### src/core/hpi_consts.svh
// Timing constants and counts for the host link initialisation block
`ifndef HPI_CONSTS_SVH
`define HPI_CONSTS_SVH

// ----------------------------------------------------------------------------
// Clock
// ----------------------------------------------------------------------------
`define HPI_CLK_PS 4000

// ----------------------------------------------------------------------------
// Out-of-band bursts
// ----------------------------------------------------------------------------
`define HPI_BURST_PS 106700
`define HPI_RESET_GAP_PS 320000
`define HPI_WAKE_GAP_PS 106700
`define HPI_BURSTS_PER_GROUP 6
`define HPI_BURST_CYC ((`HPI_BURST_PS + `HPI_CLK_PS - 1) / `HPI_CLK_PS)
`define HPI_RESET_GAP_CYC ((`HPI_RESET_GAP_PS + `HPI_CLK_PS - 1) / `HPI_CLK_PS)
`define HPI_WAKE_GAP_CYC ((`HPI_WAKE_GAP_PS + `HPI_CLK_PS - 1) / `HPI_CLK_PS)

// ----------------------------------------------------------------------------
// Align wait
// ----------------------------------------------------------------------------
`define HPI_DWORD_PS 26667
`define HPI_DWORD_CYC ((`HPI_DWORD_PS + `HPI_CLK_PS - 1) / `HPI_CLK_PS)
`define HPI_ALIGN_TIMEOUT_US 880
`define HPI_ALIGN_TIMEOUT_DWORDS 32768
`define HPI_ALIGN_BLANK_PS 116300
`define HPI_ALIGN_BLANK_CYC ((`HPI_ALIGN_BLANK_PS + `HPI_CLK_PS - 1) / `HPI_CLK_PS)
`define HPI_NON_ALIGN_RUN 3
`define HPI_NUM_RATES 3

`endif

### src/core/hpi_pkg.sv
// Types shared by the host link initialisation block
package hpi_pkg;

  typedef enum logic [3:0] {
    HOST_RESET_STATE = 4'h0,
    HOST_WAIT_INIT_STATE = 4'h1,
    HOST_WAIT_INIT_RELEASE_STATE = 4'h2,
    HOST_CALIBRATE_STATE = 4'h3,
    HOST_SEND_WAKE_STATE = 4'h4,
    HOST_WAIT_WAKE_STATE = 4'h5,
    HOST_WAIT_WAKE_RELEASE_STATE = 4'h6,
    HOST_WAIT_ALIGN_STATE = 4'h7,
    HOST_SPEED_ADJUST_STATE = 4'h8,
    HOST_SEND_ALIGN_STATE = 4'h9,
    HOST_READY_STATE = 4'ha
  } hpi_state_e;

  typedef enum logic [1:0] {
    BURST_IDLE = 2'h0,
    BURST_ON = 2'h1,
    BURST_GAP = 2'h2
  } hpi_burst_e;

endpackage : hpi_pkg

### src/core/hpi_oob_burst.sv
// Out-of-band burst sequencer sending whole groups of six bursts
`timescale 1ns/100ps
`include "hpi_consts.svh"

module hpi_oob_burst import hpi_pkg::*; #(
  parameter int GAP_CYC = 80
) (
  // Clock and reset
  input wire logic core_clk,
  input wire logic rst,
  // Control
  input wire logic start,
  input wire logic hold,
  // Status
  output logic burst_on,
  output logic busy,
  output logic done
);

  localparam logic [7:0] BurstLast = 8'(`HPI_BURST_CYC - 1);
  localparam logic [7:0] GapLast = 8'(GAP_CYC - 1);
  localparam logic [2:0] GroupLast = 3'(`HPI_BURSTS_PER_GROUP - 1);

  hpi_burst_e st_q;
  logic [7:0] cyc_q;
  logic [2:0] num_q;

  // --------------------------------------------------------------------------
  // Sequencer: stops only at a group boundary with hold low
  // --------------------------------------------------------------------------
  always_ff @(posedge core_clk) begin
    done <= 1'b0;
    if (rst) begin
      st_q <= BURST_IDLE;
      cyc_q <= 8'h00;
      num_q <= 3'h0;
    end else begin
      case (st_q)
        BURST_IDLE: begin
          if (start) begin
            st_q <= BURST_ON;
            cyc_q <= 8'h00;
            num_q <= 3'h0;
          end
        end
        BURST_ON: begin
          if (cyc_q == BurstLast) begin
            st_q <= BURST_GAP;
            cyc_q <= 8'h00;
          end else begin
            cyc_q <= cyc_q + 8'h01;
          end
        end
        BURST_GAP: begin
          if (cyc_q != GapLast) begin
            cyc_q <= cyc_q + 8'h01;
          end else if (num_q == GroupLast && !hold) begin
            st_q <= BURST_IDLE;
            done <= 1'b1;
          end else begin
            st_q <= BURST_ON;
            cyc_q <= 8'h00;
            num_q <= (num_q == GroupLast) ? 3'h0 : num_q + 3'h1;
          end
        end
        default: st_q <= BURST_IDLE;
      endcase
    end
  end

  assign burst_on = (st_q == BURST_ON);
  assign busy = (st_q != BURST_IDLE);

endmodule : hpi_oob_burst

### src/core/hpi_init_fsm.sv
// Host link initialisation state machine from reset up to link ready
`timescale 1ns/100ps
`include "hpi_consts.svh"

module hpi_init_fsm import hpi_pkg::*; #(
  parameter int ALIGN_TIMEOUT_DWORDS = `HPI_ALIGN_TIMEOUT_DWORDS
) (
  // Clock and reset
  input wire logic core_clk,
  input wire logic rst,
  // Link and application controls
  input wire logic por_active,
  input wire logic reset_request,
  input wire logic retry_disable,
  input wire logic cal_enable,
  input wire logic prim_valid,
  input wire logic prim_non_align,
  // Receiver and analog pins
  input wire logic cominit_det_pin,
  input wire logic comwake_det_pin,
  input wire logic comma_det_pin,
  input wire logic cal_done_pin,
  input wire logic speed_done_pin,
  // Transmit controls
  output logic tx_comreset_burst,
  output logic tx_comwake_burst,
  output logic tx_filler,
  output logic tx_low_rate,
  output logic tx_align,
  output logic cal_start,
  output logic speed_adjust,
  // Status
  output logic [1:0] rx_rate_sel,
  output logic link_ready,
  output logic link_failed,
  output logic [3:0] state_out
);

  localparam logic [2:0] DwordLast = 3'(`HPI_DWORD_CYC - 1);
  localparam logic [16:0] AlignLimit = 17'(ALIGN_TIMEOUT_DWORDS);
  localparam logic [5:0] BlankCyc = 6'(`HPI_ALIGN_BLANK_CYC);
  localparam logic [1:0] RunLast = 2'(`HPI_NON_ALIGN_RUN - 1);
  localparam logic [1:0] RateLast = 2'(`HPI_NUM_RATES - 1);

  // --------------------------------------------------------------------------
  // Pin synchronisers
  // --------------------------------------------------------------------------
  logic [4:0] pin_meta_q;
  logic [4:0] pin_sync_q;
  logic cominit_s;
  logic comwake_s;
  logic comma_s;
  logic cal_done_s;
  logic speed_done_s;

  always_ff @(posedge core_clk) begin
    if (rst) begin
      pin_meta_q <= 5'h00;
      pin_sync_q <= 5'h00;
    end else begin
      pin_meta_q <= {speed_done_pin, cal_done_pin, comma_det_pin, comwake_det_pin,
                     cominit_det_pin};
      pin_sync_q <= pin_meta_q;
    end
  end

  assign cominit_s = pin_sync_q[0];
  assign comwake_s = pin_sync_q[1];
  assign comma_s = pin_sync_q[2];
  assign cal_done_s = pin_sync_q[3];
  assign speed_done_s = pin_sync_q[4];

  // --------------------------------------------------------------------------
  // Helpers
  // --------------------------------------------------------------------------
  function automatic logic at_limit(input logic [16:0] cnt, input logic [16:0] lim);
    at_limit = (cnt >= lim);
  endfunction : at_limit

  hpi_state_e state_q;
  hpi_state_e state_d;
  logic entering;
  logic reset_in;
  logic wake_done;
  logic wake_busy;
  logic reset_busy;
  logic timeout;
  logic align_seen;
  logic run_done;
  logic halt_q;
  logic dword_tick;
  logic [2:0] dword_div_q;
  logic [16:0] dword_cnt_q;
  logic [5:0] blank_q;
  logic [1:0] run_q;

  assign reset_in = por_active | reset_request;
  assign entering = (state_d != state_q);

  // --------------------------------------------------------------------------
  // Out-of-band burst groups
  // --------------------------------------------------------------------------
  hpi_oob_burst #(
    .GAP_CYC(`HPI_RESET_GAP_CYC)
  ) u_reset_burst (
    .core_clk(core_clk),
    .rst(rst),
    .start(state_q == HOST_RESET_STATE || state_d == HOST_RESET_STATE),
    .hold(state_q == HOST_RESET_STATE),
    .burst_on(tx_comreset_burst),
    .busy(reset_busy),
    .done()
  );

  hpi_oob_burst #(
    .GAP_CYC(`HPI_WAKE_GAP_CYC)
  ) u_wake_burst (
    .core_clk(core_clk),
    .rst(rst),
    .start(entering && state_d == HOST_SEND_WAKE_STATE),
    .hold(1'b0),
    .burst_on(tx_comwake_burst),
    .busy(wake_busy),
    .done(wake_done)
  );

  // --------------------------------------------------------------------------
  // Dword divider and align timeout
  // --------------------------------------------------------------------------
  assign dword_tick = (dword_div_q == DwordLast);

  always_ff @(posedge core_clk) begin
    if (rst || state_q != HOST_WAIT_ALIGN_STATE) begin
      dword_div_q <= 3'h0;
    end else begin
      dword_div_q <= dword_tick ? 3'h0 : dword_div_q + 3'h1;
    end
  end

  always_ff @(posedge core_clk) begin
    if (rst || state_q != HOST_WAIT_ALIGN_STATE) begin
      dword_cnt_q <= 17'h00000;
    end else if (dword_tick && !at_limit(dword_cnt_q, AlignLimit)) begin
      dword_cnt_q <= dword_cnt_q + 17'h00001;
    end
  end

  assign timeout = at_limit(dword_cnt_q, AlignLimit);

  // Blanking window after wake release against crosstalk
  always_ff @(posedge core_clk) begin
    if (rst || state_q != HOST_WAIT_ALIGN_STATE) begin
      blank_q <= 6'h00;
    end else if (blank_q != BlankCyc) begin
      blank_q <= blank_q + 6'h01;
    end
  end

  assign align_seen = comma_s && (blank_q == BlankCyc);

  // --------------------------------------------------------------------------
  // Non-align run counter
  // --------------------------------------------------------------------------
  always_ff @(posedge core_clk) begin
    if (rst || state_q != HOST_SEND_ALIGN_STATE) begin
      run_q <= 2'h0;
    end else if (prim_valid) begin
      run_q <= prim_non_align ? ((run_q == RunLast) ? run_q : run_q + 2'h1) : 2'h0;
    end
  end

  assign run_done = prim_valid && prim_non_align && (run_q == RunLast);

  // --------------------------------------------------------------------------
  // Retry halt and rate stepping
  // --------------------------------------------------------------------------
  always_ff @(posedge core_clk) begin
    if (rst || reset_in) begin
      halt_q <= 1'b0;
    end else if (state_q == HOST_WAIT_ALIGN_STATE && timeout && !align_seen
                 && retry_disable) begin
      halt_q <= 1'b1;
    end
  end

  always_ff @(posedge core_clk) begin
    if (rst || por_active) begin
      rx_rate_sel <= 2'h0;
    end else if (state_q == HOST_WAIT_ALIGN_STATE && timeout && !align_seen) begin
      rx_rate_sel <= (rx_rate_sel == RateLast) ? 2'h0 : rx_rate_sel + 2'h1;
    end
  end

  // --------------------------------------------------------------------------
  // Next state
  // --------------------------------------------------------------------------
  always_comb begin
    state_d = state_q;
    if (reset_in) begin
      state_d = HOST_RESET_STATE;
    end else if (cominit_s) begin
      state_d = HOST_WAIT_INIT_RELEASE_STATE;
    end else begin
      case (state_q)
        HOST_RESET_STATE: begin
          if (!halt_q) begin
            state_d = HOST_WAIT_INIT_STATE;
          end
        end
        HOST_WAIT_INIT_STATE: begin
          state_d = HOST_WAIT_INIT_STATE;
        end
        HOST_WAIT_INIT_RELEASE_STATE: begin
          state_d = cal_enable ? HOST_CALIBRATE_STATE
                               : HOST_SEND_WAKE_STATE;
        end
        HOST_CALIBRATE_STATE: begin
          if (!cal_enable || cal_done_s) begin
            state_d = HOST_SEND_WAKE_STATE;
          end
        end
        HOST_SEND_WAKE_STATE: begin
          if (wake_done) begin
            state_d = comwake_s ? HOST_WAIT_WAKE_RELEASE_STATE
                                : HOST_WAIT_WAKE_STATE;
          end
        end
        HOST_WAIT_WAKE_STATE: begin
          if (comwake_s) begin
            state_d = HOST_WAIT_WAKE_RELEASE_STATE;
          end
        end
        HOST_WAIT_WAKE_RELEASE_STATE: begin
          if (!comwake_s) begin
            state_d = HOST_WAIT_ALIGN_STATE;
          end
        end
        HOST_WAIT_ALIGN_STATE: begin
          if (align_seen) begin
            state_d = HOST_SPEED_ADJUST_STATE;
          end else if (timeout) begin
            state_d = HOST_RESET_STATE;
          end
        end
        HOST_SPEED_ADJUST_STATE: begin
          if (speed_done_s) begin
            state_d = HOST_SEND_ALIGN_STATE;
          end
        end
        HOST_SEND_ALIGN_STATE: begin
          if (run_done) begin
            state_d = HOST_READY_STATE;
          end
        end
        HOST_READY_STATE: begin
          state_d = HOST_READY_STATE;
        end
        default: state_d = HOST_RESET_STATE;
      endcase
    end
  end

  always_ff @(posedge core_clk) begin
    if (rst) begin
      state_q <= HOST_RESET_STATE;
    end else begin
      state_q <= state_d;
    end
  end

  // --------------------------------------------------------------------------
  // Registered outputs
  // --------------------------------------------------------------------------
  always_ff @(posedge core_clk) begin
    if (rst) begin
      tx_filler <= 1'b0;
      tx_low_rate <= 1'b1;
      tx_align <= 1'b0;
      cal_start <= 1'b0;
      speed_adjust <= 1'b0;
      link_ready <= 1'b0;
      link_failed <= 1'b0;
      state_out <= 4'h0;
    end else begin
      tx_filler <= (state_d == HOST_WAIT_ALIGN_STATE);
      tx_low_rate <= (state_d != HOST_SEND_ALIGN_STATE && state_d != HOST_READY_STATE);
      tx_align <= (state_d == HOST_SEND_ALIGN_STATE);
      cal_start <= (state_d == HOST_CALIBRATE_STATE) && cal_enable;
      speed_adjust <= (state_d == HOST_SPEED_ADJUST_STATE);
      link_ready <= (state_d == HOST_READY_STATE);
      link_failed <= halt_q;
      state_out <= state_d;
    end
  end

endmodule : hpi_init_fsm

### config.mk
export PLATFORM = sky130hd
export DESIGN_NAME = hpi_init_fsm
export DESIGN_NICKNAME = d
export VERILOG_FILES = /design/src/core/hpi_pkg.sv /design/src/core/hpi_oob_burst.sv /design/src/core/hpi_init_fsm.sv
export VERILOG_INCLUDE_DIRS = /design/src /design/src/core
export SDC_FILE = /design/constraint.sdc
export NUM_CORES = 1
export LEC_CHECK = 0
export BUFFER_PORTS_ARGS = -buffer_cell sky130_fd_sc_hd__buf_2
export CAP_MARGIN = 20
export CORE_AREA = 5 5 96 98
export CTS_BUF_LIST = sky130_fd_sc_hd__clkbuf_8
export DETAILED_ROUTE_END_ITERATION = 16
export DIE_AREA = 0 0 101 103
export PLACE_DENSITY = 0.68
export SLEW_MARGIN = 0
export SYNTH_ARGS = -nofsm -noshare
export SYNTH_HDL_FRONTEND = slang
export SYNTH_SLANG_ARGS = --single-unit
### constraint.sdc
create_clock -name core_clk -period 3.9 [get_ports core_clk]
set_input_delay 0 -clock core_clk [delete_from_list [all_inputs] [get_ports core_clk]]
set_output_delay 0 -clock core_clk [all_outputs]
set_load 0.05 [all_outputs]
Word level (Yosys, flattened, before mapping)
Cells that the tools add are included.
{"block": "totals", "reg_bits": 79, "inputBits": 13, "out_inout_bits": 15, "word_cells": 167}
{"block": "classes", "addsub": 9, "order_cmp": 1, "n_eq_ne": 47, "n_mux": 47, "bitwise": 2, "n_reduce_logical": 38}
{"op": "8-bit 2-to-1 mux", "count": 8}
{"op": "8-bit case mux with 3 select lines", "count": 2}
{"op": "4-bit 2-to-1 mux", "count": 11}
{"op": "4-bit case mux with 11 select lines", "count": 1}
{"op": "4-bit by 3-bit equality test with 1-bit output (second input constant)", "count": 6}
{"op": "4-bit equality test (second input constant)", "count": 6}
{"op": "3-bit 2-to-1 mux", "count": 8}
{"op": "2-bit 2-to-1 mux", "count": 10}
{"op": "17-bit by 1-bit adder with 17-bit output (second input constant)", "count": 1}
{"op": "17-bit by 16-bit greater-or-equal comparator with 1-bit output (second input constant)", "count": 1}
{"op": "8-bit by 1-bit adder with 8-bit output (second input constant)", "count": 2}
{"op": "8-bit by 5-bit equality test with 1-bit output (second input constant)", "count": 2}
{"op": "4-bit by 2-bit equality test with 1-bit output (second input constant)", "count": 3}
{"op": "4-bit != test (second input constant)", "count": 3}
{"op": "2-bit case mux with 3 select lines", "count": 2}
{"op": "3-bit case mux with 2 select lines", "count": 2}
{"op": "3-bit AND reduction", "count": 4}
{"op": "1-bit logical AND", "count": 11}
{"op": "2-bit != test (second input constant)", "count": 5}
{"op": "3-bit by 1-bit adder with 3-bit output (second input constant)", "count": 3}
{"op": "3-bit equality test (second input constant)", "count": 3}
{"op": "2-bit equality test (second input constant)", "count": 4}
{"op": "4-bit logical NOT", "count": 2}
{"op": "2-bit by 1-bit != test with 1-bit output (second input constant)", "count": 4}
{"op": "other kinds (23)", "count": 40}

Depth between registers and ports, before layout
Gate-level depths: netlist of the first run.
{"block": "depth", "ltp_word": 10, "depth_mapped": 11, "ltp_nobuf": 9}

Cells and area by module
From an unflattened synthesis of the first run, not the netlist that was laid out.
{"block": "hier_totals", "hier_cells": 446, "hier_area_um2": 4018.9}
{"module": "hpi_init_fsm", "instances": 1, "cells_each": 244, "area_per_inst_um2": 2250.9, "seq_area_each_um2": 1041.0}
{"module": "hpi_oob_burst (u_reset_burst)", "instances": 1, "cells_each": 103, "area_per_inst_um2": 919.6, "seq_area_each_um2": 280.3}
{"module": "hpi_oob_burst (u_wake_burst)", "instances": 1, "cells_each": 99, "area_per_inst_um2": 848.3, "seq_area_each_um2": 280.3}

Least setup slack after synthesis of the first run
Ideal clock, no wire load.
{"block": "synth_path", "kind": "register -> register", "start": "register state_out[2] (netlist name)", "end": "register u_wake_burst.st_q[1]", "setup_time_ns": 0.087, "arrival_time_ns": 2.730, "t_required_ns": 3.813, "setup_slack_ns": 1.083, "stages_incl_launch_ff": 11, "n_path_buf": 3, "period_less_slack_ns": 2.817, "path_cell_list": "dfxtp_1 buf_4 or3b_1 o32a_1 and3_1 a311o_1 o41ai_2 buf_2 buf_4 nor2_1 o31ai_1"}
{"element": "end signal: assignment", "line": "hpi_oob_burst.sv:34", "source": "st_q <= BURST_IDLE;"}
{"element": "end signal: assignment", "line": "hpi_oob_burst.sv:41", "source": "st_q <= BURST_ON;"}
{"element": "end signal: assignment", "line": "hpi_oob_burst.sv:48", "source": "st_q <= BURST_GAP;"}
{"element": "end: declaration", "line": "hpi_oob_burst.sv:24", "source": "hpi_burst_e st_q;"}

Final worst setup path of the first run
{"block": "layout_path", "start": "register blank_q[1]", "end": "register u_reset_burst.cyc_q[3]"}
{"block": "layout_between", "elab_chain_cells": 10}
{"element": "start: declaration", "line": "hpi_init_fsm.sv:94", "source": "logic [5:0] blank_q;"}
{"element": "start signal: assignment", "line": "hpi_init_fsm.sv:155", "source": "blank_q <= blank_q + 6'h01;"}
{"element": "6-bit by 5-bit equality test with 1-bit output", "line": "hpi_init_fsm.sv:159", "source": "assign align_seen = comma_s && (blank_q == BlankCyc);"}
{"element": "1-bit logical AND", "line": "hpi_init_fsm.sv:159"}
{"element": "4-bit 2-to-1 mux", "line": "hpi_init_fsm.sv:239", "source": "if (align_seen) begin"}
{"element": "4-bit case mux with 11 select lines", "line": "hpi_init_fsm.sv:204", "source": "case (state_q)"}
{"element": "4-bit 2-to-1 mux", "line": "hpi_init_fsm.sv:201", "source": "end else if (cominit_s) begin"}
{"element": "4-bit 2-to-1 mux", "line": "hpi_init_fsm.sv:199", "source": "if (reset_in) begin"}
{"element": "4-bit logical NOT", "line": "hpi_init_fsm.sv:108", "source": ".start(state_q == HOST_RESET_STATE || state_d == HOST_RESET_STATE),"}
{"element": "1-bit logical OR", "line": "hpi_init_fsm.sv:108"}
{"element": "2-bit by 1-bit != test with 1-bit output (no line)"}
{"element": "3-bit AND reduction (no line)"}
{"element": "end signal: assignment", "line": "hpi_oob_burst.sv:51", "source": "cyc_q <= cyc_q + 8'h01;"}
{"element": "end signal: assignment", "line": "hpi_oob_burst.sv:56", "source": "cyc_q <= cyc_q + 8'h01;"}
{"element": "end: declaration", "line": "hpi_oob_burst.sv:25", "source": "logic [7:0] cyc_q;"}
No other way between the ends.
A chain may end at the register's enable or synchronous reset.

==> key figures, run 1 <==
CTS
  • # Post-CTS Setup Buffers: 0
  • Sink Count: 79
  • Skew-Pair Late Insertion Delay: around 350 ps
  • Clk slew on worst S/H paths: ~90 ps
  • Clk buf depth: 2
  • Hold-fix buffers, CTS: 12
  • Post-CTS resize count: 0
  • TritonCTS clock tree: yes
  • Clock root buffer: clkbuf_8
  • CTS Buf Count: 9
  • CTS H-tree depth: 3

Pwr
  • Standby leakage power: roughly 0.0017 uW
  • Max VDD drop: ~0.18 mV
  • Pwr/cell area: 387 nW/um^2
  • Switching share of power: around 29%
  • Int Power: about 1200 uW
  • Switching power: approximately 500 uW
  • Part of the power in registers: around 49%
  • Clock power frac: 35.0%
  • Comb power frac: 16.4%

Worst setup path
  • Reg2reg setup slack: roughly 770 ps
  • Arr. time, crit path: around 3400 ps
  • Worst setup SP type: register
  • Slowest-stage cell, CP: or4_1
  • CP Cell Sequence: ha_1 -> nor2b_1 -> a311o_1 -> nand2_1 -> o21ai_1 -> a31oi_2 -> buf_4 -> or4_1 -> o31ai_1
  • CP Class: register to register
  • CP max FO: 12
  • WP data required: ~4200 ps
  • CP Buf/Inv Count: 1
  • Worst path top cell family by delay: simple AND/OR/NAND/NOR gates
  • Slowest stage delay, CP: ~630 ps
  • Crit. End Element: register

Place
  • Worst slack, placed: 815 ps
  • RD Place Congestion: around 0.9
  • Cell Area, Placed: between 4000 and 5000 um^2
  • Placed cell count: between 500 and 600
  • Port bufs: 27
  • DP HPWL: between 5 and 6 mm

Detailed routing
  • Total iterations of the first detailed-routing run: 4
  • Remaining DRCs: 0
  • DR WL/cell: roughly 14 um
  • ANT nets after route: 0
  • Iteration-0 DRC count of the detailed router: approximately 260
  • Drt via density: roughly 5.7
  • Final WL: 8.54 mm
  • Vias: approximately 3,500

Final layout
  • Commonest non-fill, non-tap cells in the layout: 79 x dfxtp_1, 50 x nor2_1, 34 x nand2_1
  • # fillers: 776
  • Final #Nets: 530
  • Fraction of layout cells with a size suffix above 1: 11.2%
  • P&R area growth vs syn: 13.2%
  • Most common cell after layout, fill and taps aside: dfxtp_1
  • # diodes: 0
  • Post-Layout Cell Count: between 600 and 700
  • Final non-filler cell area: 4510 um^2

STA
  • Slew Viols, Final: 0
  • Worst rel slew slack: ~47%
  • Slew @ Worst Pin: 798 ps
  • Total Neg Setup Slack: 0 ps
  • RSZ-0062 raised after global routing: no
  • Peak Freq: between 300 and 400 MHz
  • Post-layout min period: 3130 ps
  • Fin crit share: 80.2%
  • Worst Slack Setup Final: a little under 800 ps
  • Final Hold Vio Count: 0
  • Setup violators final: 0
  • Worst Skew: about 12 ps

Outcome
  • Outcome: completed

Logic synthesis
  • Synth async-reset ratio: 0%
  • Yosys reg bits: 79
  • Syn Nets: between 400 and 500
  • Sequential-to-total area share from yosys stat: between 30 and 40%
  • Number of synthesized flops with an enable pin: 0
  • Post-synth cell types: between 60 and 70
  • Mapped cell area: 3990 um^2
  • Cells after synthesis: about 460
  • Synth warn: 0
  • Syn avg cell area: slightly below 9 um^2
  • Main synth FF type: dfxtp_1

Floorplanning
  • Die Wd: 101 um
  • Core Region: about 8400 um^2
  • Starting density of the core: around 48%
  • Die height: around 100 um
  • Site Rows: 34
  • Die area: ~10,000 um^2
  • # IOs: 28

Global routing
  • GR Util All Layers: between 10% and 20%
  • Largest net degree at the start of global routing: 43
  • First-pass GRT wire length: approximately 15 mm
  • Vias in the first global route: about 3,300
  • Grt ovf: 0
  • Initial antenna violation count: 0

Worst hold path
  • Hold crit path type: input pin to register

Run
  • Maxcap violations: 0
cell type report:
| class | instances | area [um^2] | area share, % |
|---|---|---|---|
| Tap cell | 108 | 135 | 2.99 |
| Multi-Input combinational cell | 341 | 2230 | 49.5 |
| Sequential cell | 79 | 1580 | 35.0 |
| Inverter | 21 | 78.8 | 1.75 |
| Clock buffer | 10 | 138 | 3.05 |
| Timing Repair Buffer | 43 | 285 | 6.32 |
| Clock inverter | 6 | 62.6 | 1.39 |
cells in the mapped netlist (all sizes together) (3+ instances only):
cell,n,area (um^2)
dfxtp,79,1580
nor2,50,188
nand2,34,128
a21oi,28,140
o21ai,23,115
ha,22,275
nand3,22,110
inv,20,75.1
and3,15,93.8
nor2b,13,81.3
clkbuf,11,42.5
or4,10,75.1
xor2,10,87.6
nand4,9,56.3
o311ai,8,70.1
buf,7,50.0
o31ai,7,52.6
or3,7,43.8
a211oi,6,57.6
nor3,6,30.0
o41ai,6,78.8
o211ai,5,37.5
a21boi,4,30.0
a31oi,4,31.3
xnor2,4,35.0
and4b,3,30.0
nor4,3,18.8
worst paths after layout:
check / startpoint / to / depth (start not counted)
worst max-delay path: blank_q[1]$_SDFFE_PP0P_ / u_reset_burst.cyc_q[3]$_SDFFE_PP0P_ / 9
worst min-delay path: reset_request / state_out[3]$_SDFF_PP0_ / 4
worst max register to register: blank_q[1]$_SDFFE_PP0P_ / u_reset_burst.cyc_q[3]$_SDFFE_PP0P_ / 9
worst min register to register: pin_meta_q[0]$_SDFF_PP0_ / pin_sync_q[0]$_SDFF_PP0_ / 1
cells by family after synthesis:
logic type                 Yosys count  share of synthesized area (%)
muxes                                1                          0.251
buffers and inverters               39                           4.30
DFF                                 79                           39.7
adders and majority gates           22                           6.91
and+or+nand+nor                    190                           25.1
xor gates and xnor gates            14                           3.08
AOI/OAI and AO/OA                  114                           20.7
routing by layer:
layer / GRT usage (%) / routed length [um] / vias up
met4: 6.95 / 152 / 0
met1: 21.2 / 3880 / 1628
li1: - / - / 1756
met2: 29.3 / 3970 / 86
met5: 0 / 0 / -
met3: 3.99 / 530 / 15
registers in the layout, summed over array words and instances (netlist names), 3 cells and up:
name                 cells
u_wake_burst.cyc_q       8
dword_cnt_q             17
u_wake_burst.num_q       3
u_reset_burst.num_q      3
blank_q                  6
pin_meta_q               5
pin_sync_q               5
u_reset_burst.cyc_q      8
dword_div_q              3
state_out                4
metrics by stage:
stage	util, %	hold slack, ps	total power (uW)
after floorplan	-	78.5	1080
after global placement	50.0	208	1130
after detailed placement	50.0	218	1140
after global routing	53.9	195	1830
after CTS	53.9	153	1760
final	53.9	166	1750
worst register-to-register path: stages (launching register included):
cell,delay (ps)
dfxtp_1,400
ha_1,190
nor2b_1,310
a311o_1,320
nand2_1,190
o21ai_1,300
a31oi_2,240
buf_4,230
or4_1,630
o31ai_1,260
power groups by stage:
| stage | clock network, uW | registers (uW) | logic (uW) |
|---|---|---|---|
| 2_1_floorplan | 0 | 861 | 216 |
| 3_3_place_gp | 0 | 864 | 270 |
| 3_5_place_dp | 0 | 867 | 276 |
| 4_1_cts | 626 | 848 | 285 |
| 5_1_grt | 665 | 851 | 317 |
| 6_report | 613 | 848 | 287 |
(Power assumes the default switching activity.)
==> inputs of run 2 (changes only) <==
Settings changed: ABC_AREA from default to 1, PLACE_DENSITY 0.68 to 0.72.
Clock period 3.9 ns to 2.7 ns, I/O delays scaled along.
==> run 2 against run 1 <==
Against the previous run:
- sequential power is 65% higher
- largest power group unchanged
- largest cell class unchanged
- critical path depth rose by 4
- critical path type unchanged
- fmax increased by 42%
- synthesized cell count increased by 23%
- critical endpoint is now u_wake_burst.cyc_q[4]$_SDFFE_PP0P_
- clock skew increased by 9.2 ps
- final area grew 1.2%
- register-to-register slack worse by 280 ps
==> key figures, run 2 <==
Floorplanning
  • # IOs: 28 (unchanged)
  • Site Rows: 34 (unchanged)
  • Core Region: 8380 um^2 (unchanged)
  • Die area: 10,400 um^2 (unchanged)
  • Die Wd: 101 um (unchanged)
  • Die height: 103 um (unchanged)
  • Starting density of the core: 48.2% (+0.67 points)

Pwr
  • Pwr/cell area: 703 nW/um^2 (+81%)
  • Max VDD drop: 0.272 mV (+47%)
  • Standby leakage power: 0.00194 uW (+15%)

Place
  • DP HPWL: 5.97 mm (+0.97%)
  • Placed cell count: 691 (+19%)
  • Worst slack, placed: 517 ps (-297 ps)
  • RD Place Congestion: 0.921 (+3.4%)
  • Port bufs: 27 (unchanged)
  • Cell Area, Placed: 4270 um^2 (+1.7%)

CTS
  • Skew-Pair Late Insertion Delay: 350 ps (about the same)
  • Clock root buffer: clkbuf_8
  • Clk slew on worst S/H paths: 90 ps (about the same)
  • CTS Buf Count: 9 (unchanged)
  • Clk buf depth: 2 (unchanged)
  • TritonCTS clock tree: yes
  • CTS H-tree depth: 3 (unchanged)
  • Sink Count: 79 (unchanged)

Logic synthesis
  • Main synth FF type: dfxtp_1
  • Syn Nets: 600 (+21%)
  • Mapped cell area: 4040 um^2 (+1.4%)
  • Synth cell count leaders: 94 x nor2_1, 82 x inv_1, 80 x nand2_1, 79 x dfxtp_1, 48 x a21oi_1
  • Largest area contributor in the synthesized netlist: dfxtp_1
  • Synth top area share: 39.1% (-0.55 points)
  • Post-synth cell types: 40 (-41%)
  • Syn avg cell area: 7.15 um^2 (-18%)
  • Count leader, synth: nor2_1
  • Synth async-reset ratio: 0% (unchanged)
  • Synth warn: 0 (unchanged)
  • Number of synthesized flops with an enable pin: 0 (unchanged)
  • Yosys reg bits: 79 (unchanged)
  • Cells after synthesis: 565 (+23%)
  • Leading post-synthesis cells by cell area: dfxtp_1 39%, nor2_1 8.7%, inv_1 7.6%
  • Sequential-to-total area share from yosys stat: 39.1% (-0.55 points)

Worst setup path
  • Crit. End Element: register
  • Worst setup SP type: register
  • Arr. time, crit path: 2480 ps (-920 ps)
  • Reg2reg path depth: 13 (+4)
  • WP data required: 2970 ps (-1210 ps)
  • CP max FO: 13 (+1)
  • CP Class: register to register

Detailed routing
  • ANT nets after route: 0 (unchanged)
  • Wire length on met2: 3.94 mm (-0.78%)
  • M1 wire length: 3.77 mm (-2.8%)
  • Vias: 3,553 (+2.0%)
  • Total iterations of the first detailed-routing run: 4 (unchanged)
  • Final WL: 8.13 mm (-4.8%)
  • Drt via density: 4.96 (-14%)
  • Remaining DRCs: 0 (unchanged)
  • Highest metal used: met4
  • Met3 WL: 316 um (-40%)
  • Iteration-0 DRC count of the detailed router: 148 (-44%)
  • DR WL/cell: 11.3 um (-19%)

Worst hold path
  • Hold crit path type: input pin to register
  • Hold Crit Depth: 4 (unchanged)

STA
  • Worst Skew: 21.4 ps (+9.17 ps)
  • Setup violators final: 0 (unchanged)
  • Total Neg Setup Slack: 0 ps (unchanged)
  • Fin crit share: 81.7% (+1.5 points)
  • Slew Viols, Final: 0 (unchanged)
  • RSZ-0062 raised after global routing: no
  • Worst Slack Setup Final: 494 ps (-278 ps)
  • Worst rel slew slack: 55.9% (+9.2 points)
  • Post-layout min period: 2210 ps (-922 ps)
  • Final Hold Vio Count: 0 (unchanged)
  • Peak Freq: 453 MHz (+42%)
  • Slew @ Worst Pin: 661 ps (-137 ps)

Global routing
  • Grt ovf: 0 (unchanged)
  • Largest net degree at the start of global routing: 30 (-30%)
  • Initial antenna violation count: 0 (unchanged)
  • Vias in the first global route: 3,469 (+4.8%)
  • First-pass GRT wire length: 14.2 mm (-4.1%)
  • GR Util All Layers: 16.5% (-0.79 points)

Final layout
  • Fraction of layout cells with a size suffix above 1: 11.7% (+0.46 points)
  • P&R area growth vs syn: 13.0%
  • Final non-filler cell area: 4570 um^2 (+1.2%)
  • Post-Layout Cell Count: 717 (+18%)
  • Final core occ: 54.5% (+0.66 points)
  • Most common cell after layout, fill and taps aside: nor2_1
  • Commonest non-fill, non-tap cells in the layout: 94 x nor2_1, 82 x inv_1, 80 x nand2_1
  • # diodes: 0 (unchanged)
  • Top flop regs: dword_cnt_q x17, u_reset_burst.cyc_q x8, u_wake_burst.cyc_q x8
  • Largest register FFs: 17 (unchanged)
  • Final #Nets: 640 (+21%)
  • Biggest register: dword_cnt_q

Outcome
  • Outcome: completed

Run
  • Maxcap violations: 0 (unchanged)
run 2: cell count changes after synthesis, moves of 6 or more:
cell	before	now
o21ai_2	0	6
nor2b_1	13	0
a21oi_1	28	48
inv_1	20	82
nand2_2	0	6
nor2_1	50	94
o31ai_1	7	0
nand2_1	34	80
and3_1	15	0
nand3_1	22	45
nor3_1	6	13
o311ai_0	8	0
or4_1	10	0
run 2: layer usage:
| layer | up-vias | GRT usage, % |
|---|---|---|
| met5 | - | 0 |
| met4 | 0 | 6.24 |
| met3 | 8 | 4.13 |
| met2 | 56 | 29.3 |
| met1 | 1585 | 19.1 |
| li1 | 1904 | - |
run 2: power by group:
part	total [uW]	leakage, uW	switching [uW]	internal (uW)
clock	880	0.0000961	451	429
sequential	1400	0.000641	114	1290
combinational	927	0.00121	600	328
total	3210	0.00194	1160	2050
run 2: critical path: stages, from the launching register on:
cell	delay (ps)
dfxtp_1	410
inv_1	60
ha_1	190
nand2_1	80
inv_1	50
nand4_1	120
nand2_2	110
nand2_2	90
nand2_2	80
o21ai_2	230
nand3_2	320
inv_1	230
nor2_1	60
nor2_1	110
run 2: kinds of logic (layout without fill, tap and decap cells):
logic type | count (synthesis) | in the layout | synth area share (%)
AOI/OAI and AO/OA | 93 | 93 | 12.9
adders and majority gates | 22 | 22 | 6.81
buffers and inverters | 96 | 140 | 9.41
xor gates and xnor gates | 9 | 9 | 1.95
and+or+nand+nor | 266 | 266 | 29.8
DFF | 79 | 79 | 39.1
run 2: final cells by class:
type | count | area (um^2)
tap | 108 | 135
timing repair buffer | 40 | 260
sequential | 79 | 1580
multi-input combinational | 390 | 2080
fill | 790 | 3810
clock inverter | 6 | 68.8
inverter | 85 | 319
clock buffer | 9 | 124
run 2: per-stage QoR:
| stage | hold WS [ps] | power [uW] |
|---|---|---|
| after floorplan | 93.9 | 2180 |
| final | 29.1 | 3210 |
| after global routing | 35.3 | 3450 |
| after detailed placement | 207 | 2340 |
| after CTS | 10.8 | 3240 |
| after global placement | 198 | 2320 |
run 2: path summary, 6_finish.rpt:
kind / from / end / slack [ps]
worst max register to register: blank_q[0]$_SDFFE_PP0P_ / u_wake_burst.cyc_q[4]$_SDFFE_PP0P_ / 490
worst max-delay path: blank_q[0]$_SDFFE_PP0P_ / u_wake_burst.cyc_q[4]$_SDFFE_PP0P_ / 490
worst min-delay path: reset_request / state_out[1]$_SDFF_PP0_ / 30
worst min register to register: pin_meta_q[1]$_SDFF_PP0_ / pin_sync_q[1]$_SDFF_PP0_ / 410
run 2: what timing repair did:
action	in CTS	in global routing
resized for setup	0	0
endpoints found under the hold margin	10	0
buffers inserted	0	0
hold buffers	11	0
